File: src/rtl/sysbus_pkg.sv
// Shared constants, pin carriers and state types for the system bus tenure arbiter
package sysbus_pkg;

    ////////////////////////////////////////////////////////////////////////////////
    // Widths
    localparam int DATA_W = 32;                 // Data bus width
    localparam int LANE_W = 8;                  // Bits per parity lane
    localparam int LANES = DATA_W / LANE_W;     // One parity bit per lane

    ////////////////////////////////////////////////////////////////////////////////
    // Timing: the busy lines are driven high for one cycle before release
    localparam int BUSY_RELEASE_CYCLES = 1;

    ////////////////////////////////////////////////////////////////////////////////
    // Master sequencer states
    typedef enum logic [2:0] {
        M_IDLE,         // No transaction pending
        M_REQ,          // Waiting for address bus ownership
        M_ADDR,         // Address tenure open
        M_WAIT_DATA,    // Waiting for data bus ownership
        M_DATA          // Data tenure open
    } mst_e;

    // Address bus grant holder
    typedef enum logic [1:0] {
        OWN_NONE,
        OWN_EXT1,       // Master on the shared request line
        OWN_EXT2,       // Master on external request line 2
        OWN_SELF        // Our own internal master
    } owner_e;

    ////////////////////////////////////////////////////////////////////////////////
    // Sampled bus pins, all active low
    typedef struct packed {
        logic addr_bus_grant_n;
        logic data_bus_grant_n;
        logic address_bus_busy_n;
        logic data_bus_busy_n;
        logic transfer_start_n;
        logic address_acknowledge_n;
        logic address_retry_n;
        logic transfer_acknowledge_n;
        logic bus_request_n;
        logic ext_bus_request_2_n;
        logic dma_request_line1_n;
    } pins_in_s;

    // Driven pin levels, all active low
    typedef struct packed {
        logic addr_bus_grant_n;
        logic data_bus_grant_n;
        logic transfer_start_n;
        logic bus_request_n;
        logic ext_bus_grant_2_n;
    } pins_out_s;

    // Output enables of the two-way pins, high while we drive
    typedef struct packed {
        logic addr_bus_grant;
        logic data_bus_grant;
        logic transfer_start;
        logic bus_request;
    } pins_oe_s;

    ////////////////////////////////////////////////////////////////////////////////
    // Top level state
    typedef struct packed {
        mst_e mst;                          // Master sequencer
        owner_e agrant;                     // Address grant holder
        owner_e tenure;                     // External address tenure in flight
        logic dgrant_ext1;                  // Data grant to external master 1
        pins_out_s pin_out;                 // Driven pin levels
        pins_oe_s pin_oe;                   // Pin enables
        logic [DATA_W-1:0] data_out;        // Write data on the bus
        logic data_oe;                      // Data and parity enable
        logic [LANES-1:0] parity_out;       // Lane parity on the bus
        logic done;                         // Transaction finished pulse
        logic retry;                        // Retry seen pulse
        logic [DATA_W-1:0] rdata;           // Captured read data
        logic parity_err;                   // Read parity error pulse
        logic ext_tenure;                   // External tenure pulse
        logic snoop_req;                    // Snoop request pulse
        logic dma_service_req;              // Registered DMA request
    } st_s;

    localparam pins_out_s PINS_IDLE = '{default: 1'b1};
    localparam st_s ST_RESET = '{mst: M_IDLE, agrant: OWN_NONE, tenure: OWN_NONE,
        pin_out: PINS_IDLE, default: '0};

    // Busy pin driver state
    typedef struct packed {
        logic own_q;        // Ownership last cycle
        logic pin_n;        // Driven level
        logic oe;           // Driving
    } busy_s;

    localparam busy_s BUSY_RESET = '{own_q: 1'b0, pin_n: 1'b1, oe: 1'b0};

endpackage

File: src/rtl/busy_pin_drive.sv
// Drive of a busy line: low while owned, high one cycle, then released
module busy_pin_drive
    import sysbus_pkg::*;
(
    // Clock and reset
    input wire logic clk,
    input wire logic rst_n,
    input wire logic clk_en,
    // Ownership level for the next cycle
    input wire logic own,
    // Pin
    output logic pin_n,
    output logic pin_oe
);
    busy_s st_reg;      // Registered state
    busy_s st_next;     // Next state

    ////////////////////////////////////////////////////////////////////////////////
    // Next state: the high cycle avoids a slow pull-up rise after release
    always_comb begin
        st_next = st_reg;
        st_next.own_q = own;
        if (own) begin
            st_next.pin_n = 1'b0;
            st_next.oe = 1'b1;
        end else if (st_reg.own_q) begin
            st_next.pin_n = 1'b1;
            st_next.oe = 1'b1;
        end else begin
            st_next.pin_n = 1'b1;
            st_next.oe = 1'b0;
        end
    end

    // State register
    always_ff @(posedge clk or negedge rst_n) begin
        if (!rst_n) begin
            st_reg <= BUSY_RESET;
        end else if (clk_en) begin
            st_reg <= st_next;
        end
    end

    assign pin_n = st_reg.pin_n;
    assign pin_oe = st_reg.oe;
endmodule

File: src/rtl/lane_parity.sv
// Odd parity per byte lane of a data word
module lane_parity #(
    parameter int DATA_W = 32,
    parameter int LANE_W = 8
) (
    // Data word
    input wire logic [DATA_W-1:0] data,
    // Parity bits that make each lane odd
    output logic [DATA_W/LANE_W-1:0] parity
);
    ////////////////////////////////////////////////////////////////////////////////
    // One odd parity bit per lane
    for (genvar i = 0; i < DATA_W / LANE_W; i++) begin : g_lane
        assign parity[i] = ~^data[i*LANE_W +: LANE_W];
    end
endmodule

File: src/rtl/sysbus_arbiter.sv
// System bus arbiter and tenure controller with one internal master
//
// Summary of operation
// - As arbiter, drive address grant to external master.
// - As arbiter, drive data grant to external master.
// - Hold address busy low through own tenure.
// - After acknowledge, drive address busy high, release.
// - Never take address bus while others busy.
// - Hold data busy low through own tenure.
// - After transfer acknowledge, drive high, release.
// - Never take data bus while others busy.
// - Pulse transfer start opening each own address tenure.
// - Report external tenures, request snoop if enabled.
// - Address acknowledge ends the address tenure.
// - On retry, abandon and repeat the transaction.
// - Master drives write data, slave read data.
// - Data driver also drives lane parity.
// - Each lane plus parity holds odd ones.
// - Bus request output, or input as arbiter.
// - Grant line two serves request line two.
module sysbus_arbiter
    import sysbus_pkg::*;
(
    // Clock, enable and reset
    input wire logic clk,
    input wire logic clk_en,
    input wire logic reset_n,
    // Configuration levels
    input wire logic arbiter_mode,
    input wire logic snoop_en,
    // Internal master request, held until int_done
    input wire logic int_req,
    input wire logic int_write,
    input wire logic [sysbus_pkg::DATA_W-1:0] int_wdata,
    // Internal master answer
    output logic int_done,
    output logic int_retry,
    output logic [sysbus_pkg::DATA_W-1:0] int_rdata,
    output logic parity_err,
    // Events to the rest of the device
    output logic ext_tenure,
    output logic snoop_req,
    output logic dma_service_req,
    // Bus control pins
    input wire sysbus_pkg::pins_in_s pins_in,
    output sysbus_pkg::pins_out_s pins_out,
    output sysbus_pkg::pins_oe_s pins_oe,
    output logic address_bus_busy_out_n,
    output logic address_bus_busy_oe,
    output logic data_bus_busy_out_n,
    output logic data_bus_busy_oe,
    // Data and parity pins
    input wire logic [sysbus_pkg::DATA_W-1:0] data_in,
    input wire logic [sysbus_pkg::LANES-1:0] parity_in,
    output logic [sysbus_pkg::DATA_W-1:0] data_out,
    output logic [sysbus_pkg::LANES-1:0] parity_out,
    output logic data_oe
);
    import sysbus_pkg::*;

    ////////////////////////////////////////////////////////////////////////////////
    // Reset release through two flip-flops
    logic [1:0] rst_pipe;       // Release pipeline
    logic rst_sync;             // Synchronised reset, active low

    always_ff @(posedge clk or negedge reset_n) begin
        if (!reset_n) begin
            rst_pipe <= 2'b00;
        end else begin
            rst_pipe <= {rst_pipe[0], 1'b1};
        end
    end
    assign rst_sync = rst_pipe[1];

    ////////////////////////////////////////////////////////////////////////////////
    // State and helpers
    st_s st_reg;                        // Registered state
    st_s st_next;                       // Next state
    logic [LANES-1:0] wr_parity;        // Parity of outgoing data
    logic [LANES-1:0] rd_parity;        // Parity expected on incoming data
    logic abb_oe;                       // Our address busy enable
    logic dbb_oe;                       // Our data busy enable
    logic addr_busy_ext;                // Another master holds the address bus
    logic data_busy_ext;                // Another master holds the data bus
    logic start_ext;                    // Transfer start from another master
    logic addr_granted;                 // Address bus is ours to take
    logic data_granted;                 // Data bus is ours to take

    // Parity for writes and read checks
    lane_parity #(.DATA_W(DATA_W), .LANE_W(LANE_W)) u_wr_parity (
        .data(int_wdata),
        .parity(wr_parity)
    );
    lane_parity #(.DATA_W(DATA_W), .LANE_W(LANE_W)) u_rd_parity (
        .data(data_in),
        .parity(rd_parity)
    );

    // Our own drive looped back on a pin is not another master
    assign addr_busy_ext = !pins_in.address_bus_busy_n && !abb_oe;
    assign data_busy_ext = !pins_in.data_bus_busy_n && !dbb_oe;
    assign start_ext = !pins_in.transfer_start_n && !st_reg.pin_oe.transfer_start;
    // Grant source depends on who arbitrates
    assign addr_granted = arbiter_mode ? (st_reg.agrant == OWN_SELF)
                                       : !pins_in.addr_bus_grant_n;
    assign data_granted = arbiter_mode ? !st_reg.dgrant_ext1
                                       : !pins_in.data_bus_grant_n;

    ////////////////////////////////////////////////////////////////////////////////
    // Next state
    always_comb begin
        st_next = st_reg;
        // Pulses and start strobe default off
        st_next.done = 1'b0;
        st_next.retry = 1'b0;
        st_next.parity_err = 1'b0;
        st_next.pin_out.transfer_start_n = 1'b1;
        st_next.pin_oe.transfer_start = 1'b0;

        // Master sequencer
        case (st_reg.mst)
            M_IDLE: begin
                if (int_req) begin
                    st_next.mst = M_REQ;
                end
            end
            M_REQ: begin
                // Start only when granted and nobody else holds the bus
                if (addr_granted && !addr_busy_ext && !start_ext) begin
                    st_next.mst = M_ADDR;
                    st_next.pin_out.transfer_start_n = 1'b0;
                    st_next.pin_oe.transfer_start = 1'b1;
                end
            end
            M_ADDR: begin
                // Acknowledge closes the tenure, retry sends us back
                if (!pins_in.address_acknowledge_n) begin
                    if (!pins_in.address_retry_n) begin
                        st_next.mst = M_REQ;
                        st_next.retry = 1'b1;
                    end else begin
                        st_next.mst = M_WAIT_DATA;
                    end
                end
            end
            M_WAIT_DATA: begin
                // Data tenure opens when the data bus is free
                if (data_granted && !data_busy_ext) begin
                    st_next.mst = M_DATA;
                    st_next.data_oe = int_write;
                    st_next.data_out = int_wdata;
                    st_next.parity_out = wr_parity;
                end
            end
            M_DATA: begin
                // Transfer acknowledge ends the data tenure
                if (!pins_in.transfer_acknowledge_n) begin
                    st_next.mst = M_IDLE;
                    st_next.done = 1'b1;
                    st_next.data_oe = 1'b0;
                    if (!int_write) begin
                        st_next.rdata = data_in;
                        st_next.parity_err = (rd_parity != parity_in);
                    end
                end
            end
            default: begin
                st_next.mst = M_IDLE;
            end
        endcase

        // Arbiter, active only in arbiter mode
        if (arbiter_mode) begin
            // Acknowledge of an external tenure closes it, retried or not
            if (st_reg.tenure != OWN_NONE && !pins_in.address_acknowledge_n) begin
                st_next.tenure = OWN_NONE;
            end
            // Data grant drops once that master shows data busy
            if (st_reg.dgrant_ext1 && data_busy_ext) begin
                st_next.dgrant_ext1 = 1'b0;
            end
            // A new grant set wins over a clear in the same cycle
            if (st_reg.tenure == OWN_EXT1 && !pins_in.address_acknowledge_n
                    && pins_in.address_retry_n) begin
                st_next.dgrant_ext1 = 1'b1;
            end
            // Single grant holder keeps grants exclusive
            case (st_reg.agrant)
                OWN_NONE: begin
                    if (!addr_busy_ext && !start_ext && st_reg.mst != M_ADDR) begin
                        if (!pins_in.ext_bus_request_2_n) begin
                            st_next.agrant = OWN_EXT2;
                        end else if (!pins_in.bus_request_n) begin
                            st_next.agrant = OWN_EXT1;
                        end else if (st_reg.mst == M_REQ) begin
                            st_next.agrant = OWN_SELF;
                        end
                    end
                end
                OWN_SELF: begin
                    if (st_next.mst == M_ADDR) begin
                        st_next.agrant = OWN_NONE;
                    end
                end
                OWN_EXT1, OWN_EXT2: begin
                    // Grant is used up by the start, or withdrawn with the request
                    if (start_ext) begin
                        st_next.tenure = st_reg.agrant;
                        st_next.agrant = OWN_NONE;
                    end else if ((st_reg.agrant == OWN_EXT1 && pins_in.bus_request_n)
                            || (st_reg.agrant == OWN_EXT2 && pins_in.ext_bus_request_2_n)) begin
                        st_next.agrant = OWN_NONE;
                    end
                end
                default: begin
                    st_next.agrant = OWN_NONE;
                end
            endcase
        end else begin
            st_next.agrant = OWN_NONE;
            st_next.tenure = OWN_NONE;
            st_next.dgrant_ext1 = 1'b0;
        end

        // Grant and request pins follow the arbiter role
        st_next.pin_out.addr_bus_grant_n = !(st_next.agrant == OWN_EXT1);
        st_next.pin_out.ext_bus_grant_2_n = !(st_next.agrant == OWN_EXT2);
        st_next.pin_out.data_bus_grant_n = !st_next.dgrant_ext1;
        st_next.pin_out.bus_request_n = !(!arbiter_mode && st_next.mst == M_REQ);
        st_next.pin_oe.addr_bus_grant = arbiter_mode;
        st_next.pin_oe.data_bus_grant = arbiter_mode;
        st_next.pin_oe.bus_request = !arbiter_mode;

        // Slave side reaction to another master's tenure
        st_next.ext_tenure = start_ext;
        st_next.snoop_req = start_ext && snoop_en;
        st_next.dma_service_req = !pins_in.dma_request_line1_n;
    end

    // State register, reset clears every grant
    always_ff @(posedge clk or negedge rst_sync) begin
        if (!rst_sync) begin
            st_reg <= ST_RESET;
        end else if (clk_en) begin
            st_reg <= st_next;
        end
    end

    ////////////////////////////////////////////////////////////////////////////////
    // Busy line drivers, low while owned
    busy_pin_drive u_addr_busy (
        .clk(clk),
        .rst_n(rst_sync),
        .clk_en(clk_en),
        .own(st_next.mst == M_ADDR),
        .pin_n(address_bus_busy_out_n),
        .pin_oe(abb_oe)
    );
    busy_pin_drive u_data_busy (
        .clk(clk),
        .rst_n(rst_sync),
        .clk_en(clk_en),
        .own(st_next.mst == M_DATA),
        .pin_n(data_bus_busy_out_n),
        .pin_oe(dbb_oe)
    );
    assign address_bus_busy_oe = abb_oe;
    assign data_bus_busy_oe = dbb_oe;

    // Outputs straight from state
    assign int_done = st_reg.done;
    assign int_retry = st_reg.retry;
    assign int_rdata = st_reg.rdata;
    assign parity_err = st_reg.parity_err;
    assign ext_tenure = st_reg.ext_tenure;
    assign snoop_req = st_reg.snoop_req;
    assign dma_service_req = st_reg.dma_service_req;
    assign pins_out = st_reg.pin_out;
    assign pins_oe = st_reg.pin_oe;
    assign data_out = st_reg.data_out;
    assign parity_out = st_reg.parity_out;
    assign data_oe = st_reg.data_oe;
endmodule

File: config.mk
export PLATFORM = sky130hd
export DESIGN_NAME = sysbus_arbiter
export DESIGN_NICKNAME = d
export VERILOG_FILES = /design/src/rtl/sysbus_pkg.sv /design/src/rtl/busy_pin_drive.sv /design/src/rtl/lane_parity.sv /design/src/rtl/sysbus_arbiter.sv
export SDC_FILE = /design/constraint.sdc
export NUM_CORES = 1
export LEC_CHECK = 0
export ABC_AREA = 1
export BUFFER_PORTS_ARGS = -buffer_cell sky130_fd_sc_hd__buf_2
export CORE_MARGIN = 2
export CORE_UTILIZATION = 49
export CTS_BUF_LIST = sky130_fd_sc_hd__clkbuf_8
export DETAILED_ROUTE_END_ITERATION = 12
export GPL_TIMING_DRIVEN = 0
export PLACE_DENSITY_LB_ADDON = 0.1
export SLEW_MARGIN = 20
export SYNTH_ARGS = -nofsm -noshare
export SYNTH_HDL_FRONTEND = slang
export SYNTH_SLANG_ARGS = --single-unit
File: constraint.sdc
create_clock -name clk -period 3.85 [get_ports clk]
set_clock_uncertainty 0.2 [all_clocks]
set_input_delay 0.385 -clock clk [delete_from_list [all_inputs] [get_ports clk]]
set_output_delay 0.385 -clock clk [all_outputs]
set_load 0.02 [all_outputs]
; Word-level counts from Yosys, hierarchy flattened
; Index checks and enable logic that the tools add are counted.
[totals]
output_inout_bits = 88
in_bits = 86
word_cells = 142
register_bits = 99
[classes]
mux = 42
n_reduce_logical = 52
n_eq_ne = 17
bitwise_logic = 2
[ops]
columns = operator, count
row1 = $reduce_xnor A8 Y1, 8
row2 = $mux W2, 13
row3 = $logic_not A1 Y1, 19
row4 = $mux W1, 19
row5 = $logic_and A1 B1 Y1, 16
row6 = $mux W3, 5
row7 = $pmux W3 S5, 1
row8 = $mux W5, 2
row9 = $eq A3 B2 Y1 const B, 3
row10 = $reduce_and A4 Y1, 2
row11 = $eq A2 B1 Y1 const B, 3
row12 = $eq A2 B2 Y1 const B, 3
row13 = $eq A3 B1 Y1 const B, 2
row14 = $eq A3 B3 Y1 const B, 2
row15 = $pmux W2 S3, 1
row16 = $ne A2 B2 Y1 const B, 2
row17 = $ne A4 B4 Y1, 1
row18 = $reduce_bool A2 Y1, 2
row19 = $logic_not A3 Y1, 1
row20 = $ne A3 B2 Y1 const B, 1
row21 = $reduce_and A3 Y1, 1
row22 = $logic_not A2 Y1, 1
row23 = $not A1 Y1, 2
row24 = $pmux W1 S2, 1
row25 = 2 further kinds, 2

; Logic depth before layout (Yosys ltp)
; Gate-level depths: netlist of run 1.
[depth]
ltp_word = 13
ltp_mapped = 12
ltp_nobuf = 12

; Modules after synthesis
; A second synthesis of run 1 with hierarchy kept.
[unflattened]
hier_cells = 802
area_unflattened_um2 = 5899.4
[by_module_without_submodules]
columns = module, n_inst, cells_per_inst, seq_area_each_um2, area_per_inst_um2
row1 = sysbus_arbiter, 1, 482, 2333.5, 4513.1
row2 = lane_parity, 2, 148, 0.0, 580.6
row3 = busy_pin_drive, 2, 12, 76.3, 112.6

; Worst setup path before layout of run 1
; Ideal clock, no wire load.
[synth_timing]
kind = reg2reg
from = reg st_reg[90] (netlist name)
to = reg st_reg, in the netlist int_rdata[10]
n_path_buf = 1
arrival_time_ns = 1.623
synth_period_minus_slack_ns = 1.948
setup_time_ns = 0.125
required_time_ns = 3.525
slack_ns = 1.902
path_stages_with_launch = 10
cell_sequence = dfrtp_1 -> inv_2 -> nand2_2 -> nor2_2 -> inv_2 -> nor2_4 -> inv_2 -> nor3_4 -> buf_12 -> mux2_4
[synth_between]
elab_chain_cells = 2
[synth_lines]
columns = item, line_no
row1 = "start, declared", sysbus_arbiter.sv:77  ; st_s st_reg;
row2 = "start signal, assigned", sysbus_arbiter.sv:245  ; st_reg <= st_next;
row3 = $eq A3 B3 Y1, sysbus_arbiter.sv:121  ; case (st_reg.mst)
row4 = $reduce_and A4 Y1 (no line), n/a
; Every way passes these cells.
; A chain may end at the register's enable or synchronous reset.

; Final worst setup path of run 1
[layout_timing]
from = reg st_reg[90] (netlist name)
to = reg st_reg, in the netlist int_rdata[17]
; The elaborated chain is that of the path after synthesis.

==> key figures, run 1 <==
Floorplanning
  • Core region area: 0.0109 mm²
  • Die width: 110 µm
  • Starting Density: 50.6%
  • # IOs: 174
  • Placement row count: 38
  • Die Y: 110 µm
  • Die area: 0.0121 mm²

Logic synthesis
  • Seq/Total Area, Yosys: 45.1%
  • Cell Area, Synth: 0.00551 mm²
  • Syn avg cell area: 9.09 µm²
  • Total nets after synthesis: 696
  • Synth unique cells: 36
  • YS warnings: 0
  • Cells after Synth: 606
  • Register bit total from synthesis: 99

Power and ir drop
  • Power per cell area: 517 mW/mm²
  • Leakage: 3.85 nW
  • Max VDD drop: 0.415 mV

Route
  • Vias per cell: 4.61
  • Starting DRC count in detailed routing: 253
  • Antenna-violating nets left: 0
  • Wirelength, routed: 12100 µm
  • Detailed Routing Iterations Pass 1: 5
  • Drt wl/cell: 12.9 µm
  • Routed via count: 4330
  • Remaining design rule violation count: 0

Clock tree
  • H-tree depth: 3
  • CTS Buf Count: 9
  • Max clock buf depth: 2
  • CTS Sinks: 99
  • Clock latency at the later pin of the worst-skew pair: 0.38 ns
  • CTS resizes: 0
  • Clk slew on worst S/H paths: 0.09 ns
  • Root buf cell: clkbuf_8
  • CTS tree: done

Critical path
  • Crit-path max FO: 10
  • Worst Path Arrival: 2.19 ns
  • Critical path's top delay family: simple AND/OR/NAND/NOR gates
  • Crit path max-delay cell type: dfrtp_1
  • Kind of critical path: register to register
  • Largest stage delay, worst path: 0.43 ns
  • CP most frequent cell: inv_2
  • WP buf/inv: 4
  • Crit-path cells: inv_2 > nand2_2 > nor2_2 > inv_2 > nor2_4 > inv_2 > nor3_4 > buf_12 > mux2_4
  • Endpoint class of the critical path: register
  • Worst setup SP type: register
  • Req. time, crit path: 3.91 ns

Placement
  • Placed Instances: 920
  • Routability cong.: 0.818
  • Port Buffers: 172
  • Post-Place Worst Slack: 1.65 ns
  • Post-DP HPWL: 9320 µm

Flow run
  • # Max-Cap Violations: 0

Timing
  • Fin. max-slew vios: 0
  • RSZ-0062 raised after global routing: no
  • Final number of setup-violating endpoints: 0
  • Final Critical Period: 2.13 ns
  • Max Fclk: 0.469 GHz
  • Final period utilization: 55.4%
  • Final hold vios: 0
  • Final worst slack: 1.72 ns

Cells and area
  • Post-route insts no fill: 940
  • Antenna cells: 0
  • Final net count: 885
  • # fillers: 996
  • Commonest cells after routing, fill and taps aside: 196 x nand2_1, 176 x buf_2, 91 x dfrtp_1
  • Most common cell after layout, fill and taps aside: nand2_1
  • Layout cells sized above 1: 40.5%
  • P&R area growth vs syn: 23.8%

Global routing
  • Number of global-route vias before repair: 4270
  • Initial antenna violation count: 0
  • Total global-route track usage: 21.0%
  • Largest net degree at the start of global routing: 39
  • Grt ovf: 0
  • First-pass GRT wire length: 19500 µm

Worst hold path
  • Worst Hold Class: input pin to register

Outcome
  • Status: complete, no violations
[where the power goes]
group | internal, W | switching [W] | leakage, nW
Combinational | 0.000741 | 0.000705 | 2.47
Sequential | 0.00128 | 0.000142 | 1.27
Clock | 0.000309 | 0.000349 | 0.110
Total | 0.00233 | 0.00120 | 3.85
[synthesized netlist by cell type]
master / count / share of area, %
a31oi_1: 1 / 0.11
o21ai_1: 4 / 0.36
a22o_1: 1 / 0.16
a21oi_1: 8 / 0.73
inv_2: 6 / 0.41
xnor2_1: 31 / 4.9
nor2_2: 2 / 0.23
nor3_4: 1 / 0.30
o21ai_0: 17 / 1.5
inv_1: 32 / 2.2
mux2_2: 3 / 0.61
nor2_4: 1 / 0.20
conb_1: 1 / 0.068
a21boi_0: 1 / 0.14
inv_4: 1 / 0.11
nor3b_1: 1 / 0.14
nand3_1: 15 / 1.4
clkbuf_1: 8 / 0.55
ha_1: 4 / 0.91
nand2_1: 196 / 13
o22ai_1: 2 / 0.23
dfrtp_1: 92 / 42
nor4_1: 1 / 0.11
buf_12: 3 / 1.1
o41ai_1: 1 / 0.16
nor2_1: 27 / 1.8
dfstp_2: 7 / 3.3
mux2_4: 29 / 7.9
or2_2: 1 / 0.11
xor2_1: 19 / 3.0
nand2_2: 1 / 0.11
nand3b_1: 6 / 0.82
nand4_1: 1 / 0.11
nor3_1: 1 / 0.091
buf_2: 4 / 0.36
buf_4: 77 / 10
[routing by layer]
metal	track usage (%)	share of wire, %	vias to the layer above
met5	0	0	-
met4	7.32	1.2	0
met3	6.53	7.5	10
met2	35.6	49	122
met1	25.2	42	2013
li1	-	-	2185
[final cells by class]
cell class | instances | area [µm²] | share of cell area (%)
sequential | 99 | 2490 | 36.5
buffer | 92 | 688 | 10.1
multi-input combinational | 376 | 2180 | 32.0
tap | 140 | 175 | 2.57
clock buffer | 10 | 138 | 2.02
timing repair buffer | 178 | 941 | 13.8
inverter | 39 | 149 | 2.18
clock inverter | 6 | 51.3 | 0.753
[logic make-up (layout without fill, tap and decap cells)]
logic type,after synthesis,count (layout),share of synthesized area [%]
flip-flops,99,99,45.1
XOR/XNOR,50,50,7.95
other,1,1,0.0681
AO/OA/AOI/OAI,35,35,3.43
adder cells (fa/ha/maj),4,4,0.909
AND/OR/NAND/NOR,254,254,18.8
buffers and inverters,131,325,15.2
multiplexers,32,32,8.52
[stage by stage]
step	area [µm²]	hold WS (ns)	power (W)	setup TNS, ns	util (%)
2_1_floorplan	5510	-0.111	0.00249	0	-
3_3_place_gp	6540	-0.0287	0.00284	-44.80	60.1
3_5_place_dp	6590	-0.0217	0.00289	0	60.5
4_1_cts	6820	0.00190	0.00357	0	62.6
5_1_grt	6820	0.00263	0.00376	0	62.6
6_report	6820	0.0259	0.00352	0	62.6
[what timing repair did]
action / CTS / global route
buffers inserted: 0 / 0
hold endpoints to repair: 5 / 0
hold buffers: 4 / 0
[worst reg2reg max path, cell delays in order (launching register included)]
cell and delay, ns:
dfrtp_1 0.43, inv_2 0.10, nand2_2 0.06, nor2_2 0.11
inv_2 0.06, nor2_4 0.09, inv_2 0.05, nor3_4 0.39
buf_12 0.22, mux2_4 0.31
[path summary, 6_finish.rpt]
kind                                              from                        end  slack (ns)  cells past startpoint
worst max-delay path            st_reg[90]$_DFFE_PN0P_  int_rdata[17]$_DFFE_PN0P_        1.72                      9
worst min-delay path                      int_wdata[6]    data_out[6]$_DFFE_PN0P_        0.03                      3
worst max register to register  st_reg[90]$_DFFE_PN0P_  int_rdata[17]$_DFFE_PN0P_        1.72                      9
worst min register to register   rst_pipe[1]$_DFF_PN0_    data_out[7]$_DFFE_PN0P_        0.05                      0
max in group asynchronous        rst_pipe[1]$_DFF_PN0_    pins_out[3]$_DFFE_PN1P_        2.57                      2
min in group asynchronous        rst_pipe[1]$_DFF_PN0_    data_out[7]$_DFFE_PN0P_        0.05                      0
No activity file was read; power rests on OpenSTA's default activity.
==> run 2: changes to the inputs <==
clock period = 2.1 ns   (was 3.85 ns; I/O delays follow)
==> run 2 against run 1 <==
  * Register-to-register slack worse by 1.6 ns
  * Total power rose by 86%
  * Worst setup slack worse by 1.6 ns
  * Sequential power is 84% higher
  * First-iteration DRC count shrank 33%
  * Via count is 8.7% higher
  * Highest routed layer unchanged
==> key figures, run 2 (synthesized netlist as in run 1, its figures left out) <==
Critical path
  • Endpoint class of the critical path: register
  • Crit path max-delay cell type: dlygate4sd3_1
  • Crit-path cells: dlygate4sd3_1 > buf_2 > clkbuf_1 > nand3_1 > dlygate4sd3_1 > nand2_1
  • Worst Path Arrival: 2.10 ns
  • Crit-path max FO: 10
  • Kind of critical path: input pin to register
  • Crit. path cell count: 6
  • Largest stage delay, worst path: 0.58 ns
  • Critical path's top delay family: buffers and inverters
  • Req. time, crit path: 2.21 ns
  • Worst setup SP type: input pin
  • WP buf/inv: 4
  • CP most frequent cell: dlygate4sd3_1
  • Reg2reg path depth: 10

Cells and area
  • Layout cells sized above 1: 38.4%
  • Antenna cells: 0
  • Most common cell after layout, fill and taps aside: nand2_1
  • Commonest cells after routing, fill and taps aside: 196 x nand2_1, 176 x buf_2, 89 x dfrtp_1
  • Utilization after layout: 69.7%
  • Final net count: 962
  • P&R area growth vs syn: 37.8%

Clock tree
  • CTS tree: done
  • Max clock buf depth: 2
  • Clk slew on worst S/H paths: 0.09 ns
  • Clock latency at the later pin of the worst-skew pair: 0.37 ns
  • CTS Buf Count: 9
  • CTS Sinks: 99
  • H-tree depth: 3
  • Root buf cell: clkbuf_8

Route
  • Detailed Routing Iterations Pass 1: 5
  • Routed via count: 4708
  • Wirelength, routed: 13400 µm
  • Drt wl/cell: 13.2 µm
  • Antenna-violating nets left: 0
  • Starting DRC count in detailed routing: 170
  • Vias per cell: 4.63
  • Remaining design rule violation count: 0

Floorplanning
  • Placement row count: 38
  • Die Y: 110 µm
  • # IOs: 174
  • Die width: 110 µm
  • Starting Density: 50.6%
  • Core region area: 0.0109 mm²
  • Die area: 0.0121 mm²

Worst hold path
  • Worst Hold Class: input pin to register
  • Hold Path Cell Cnt: 4

Global routing
  • Grt ovf: 0
  • Largest net degree at the start of global routing: 52
  • Initial antenna violation count: 0
  • Number of global-route vias before repair: 4681
  • Total global-route track usage: 22.4%
  • First-pass GRT wire length: 20900 µm

Placement
  • Routability cong.: 0.823
  • Post-DP HPWL: 9150 µm
  • Port Buffers: 172

Outcome
  • Status: complete, no violations

Timing
  • Final hold vios: 0
  • Setup TNS Final: 0 ns
  • Worst-Margin Slew: 0.707 ns
  • Final number of setup-violating endpoints: 0
  • Worst hold slack: 0.0399 ns
  • Max_slew headroom: 52.8%
  • Fin. max-slew vios: 0
  • Max Fclk: 0.504 GHz
  • Final Critical Period: 1.99 ns
  • Final period utilization: 94.6%

Flow run
  • # Max-Cap Violations: 0

Power and ir drop
  • Max VDD drop: 0.708 mV
  • Power per cell area: 866 mW/mm²
  • Leakage: 4.18 nW
-- run 2: cell types whose count changed in the layout (fill, tap and decap cells not counted), moves of 2 or more --
cell / before / now
dfrtp_2: 0 / 2
clkbuf_1: 8 / 3
clkinv_2: 2 / 0
dfrtp_1: 91 / 89
dlygate4sd3_1: 4 / 75
clkbuf_2: 0 / 5
clkbuf_8: 10 / 12
buf_4: 77 / 83
-- run 2: where the power goes --
group | internal [W] | switching, W | total [W]
Sequential | 0.00234 | 0.000273 | 0.00261
Clock | 0.000517 | 0.000644 | 0.00116
Combinational | 0.00147 | 0.00133 | 0.00279
Total | 0.00433 | 0.00224 | 0.00657
-- run 2: repair_timing --
action / CTS / global route
hold buffers: 75 / 0
endpoints found under the setup margin: 29 / 74
gates resized for setup: 0 / 13
buffers inserted: 2 / 5
endpoints found under the hold margin: 73 / 0
pin swaps: 1 / 2
-- run 2: through the flow --
step | total power [W] | cell area [µm²] | instances | setup slack (ns)
floorplan | 0.00456 | 5510 | 606 | 0.152
global placement | 0.00521 | 6550 | 918 | -0.425
detailed placement | 0.00529 | 6580 | 919 | -0.0255
CTS | 0.00657 | 7540 | 1012 | 0.0494
global route | 0.00699 | 7590 | 1017 | -0.0530
finish | 0.00657 | 7590 | 1017 | 0.114
-- run 2: final timing paths --
kind | from | to | slack, ns
worst min-delay path | pins_in[6] | st_reg[85]$_DFFE_PN0P_ | 0.04
worst max register to register | st_reg[90]$_DFFE_PN0P_ | int_rdata[16]$_DFFE_PN0P_ | 0.14
worst min register to register | rst_pipe[0]$_DFF_PN0_ | rst_pipe[1]$_DFF_PN0_ | 0.17
max in group asynchronous | rst_pipe[1]$_DFF_PN0_ | pins_out[1]$_DFFE_PN1P_ | 0.79
worst max-delay path | clk_en | snoop_req$_DFFE_PN0P_ | 0.11
min in group asynchronous | rst_pipe[1]$_DFF_PN0_ | u_addr_busy.pin_oe$_DFFE_PN0P_ | 0.18
-- run 2: worst reg2reg max path, stage by stage (launching register included) --
cell     delay (ns)
dfrtp_1        0.41
inv_2          0.10
nand2_2        0.06
nor2_2         0.12
inv_2          0.06
nor2_4         0.08
inv_2          0.05
nor3_4         0.15
buf_12         0.15
buf_12         0.15
mux2_4         0.31
-- run 2: area by class of cell --
cell class | instances | area (µm²)
Clock buffer | 12 | 165
Sequential cell | 99 | 2490
Timing Repair Buffer | 255 | 1700
Buffer | 92 | 694
Tap cell | 140 | 175
Multi-Input combinational cell | 376 | 2190
Inverter | 39 | 149
Clock inverter | 4 | 18.8
Fill cell | 875 | 3300
-- run 2: routing by layer --
metal	up-vias	track usage (%)	part of all wire [%]
met3	24	4.47	5.3
met1	2191	26.6	43
met4	0	9.67	2.1
li1	2347	-	-
met5	-	0	0
met2	146	39.2	50
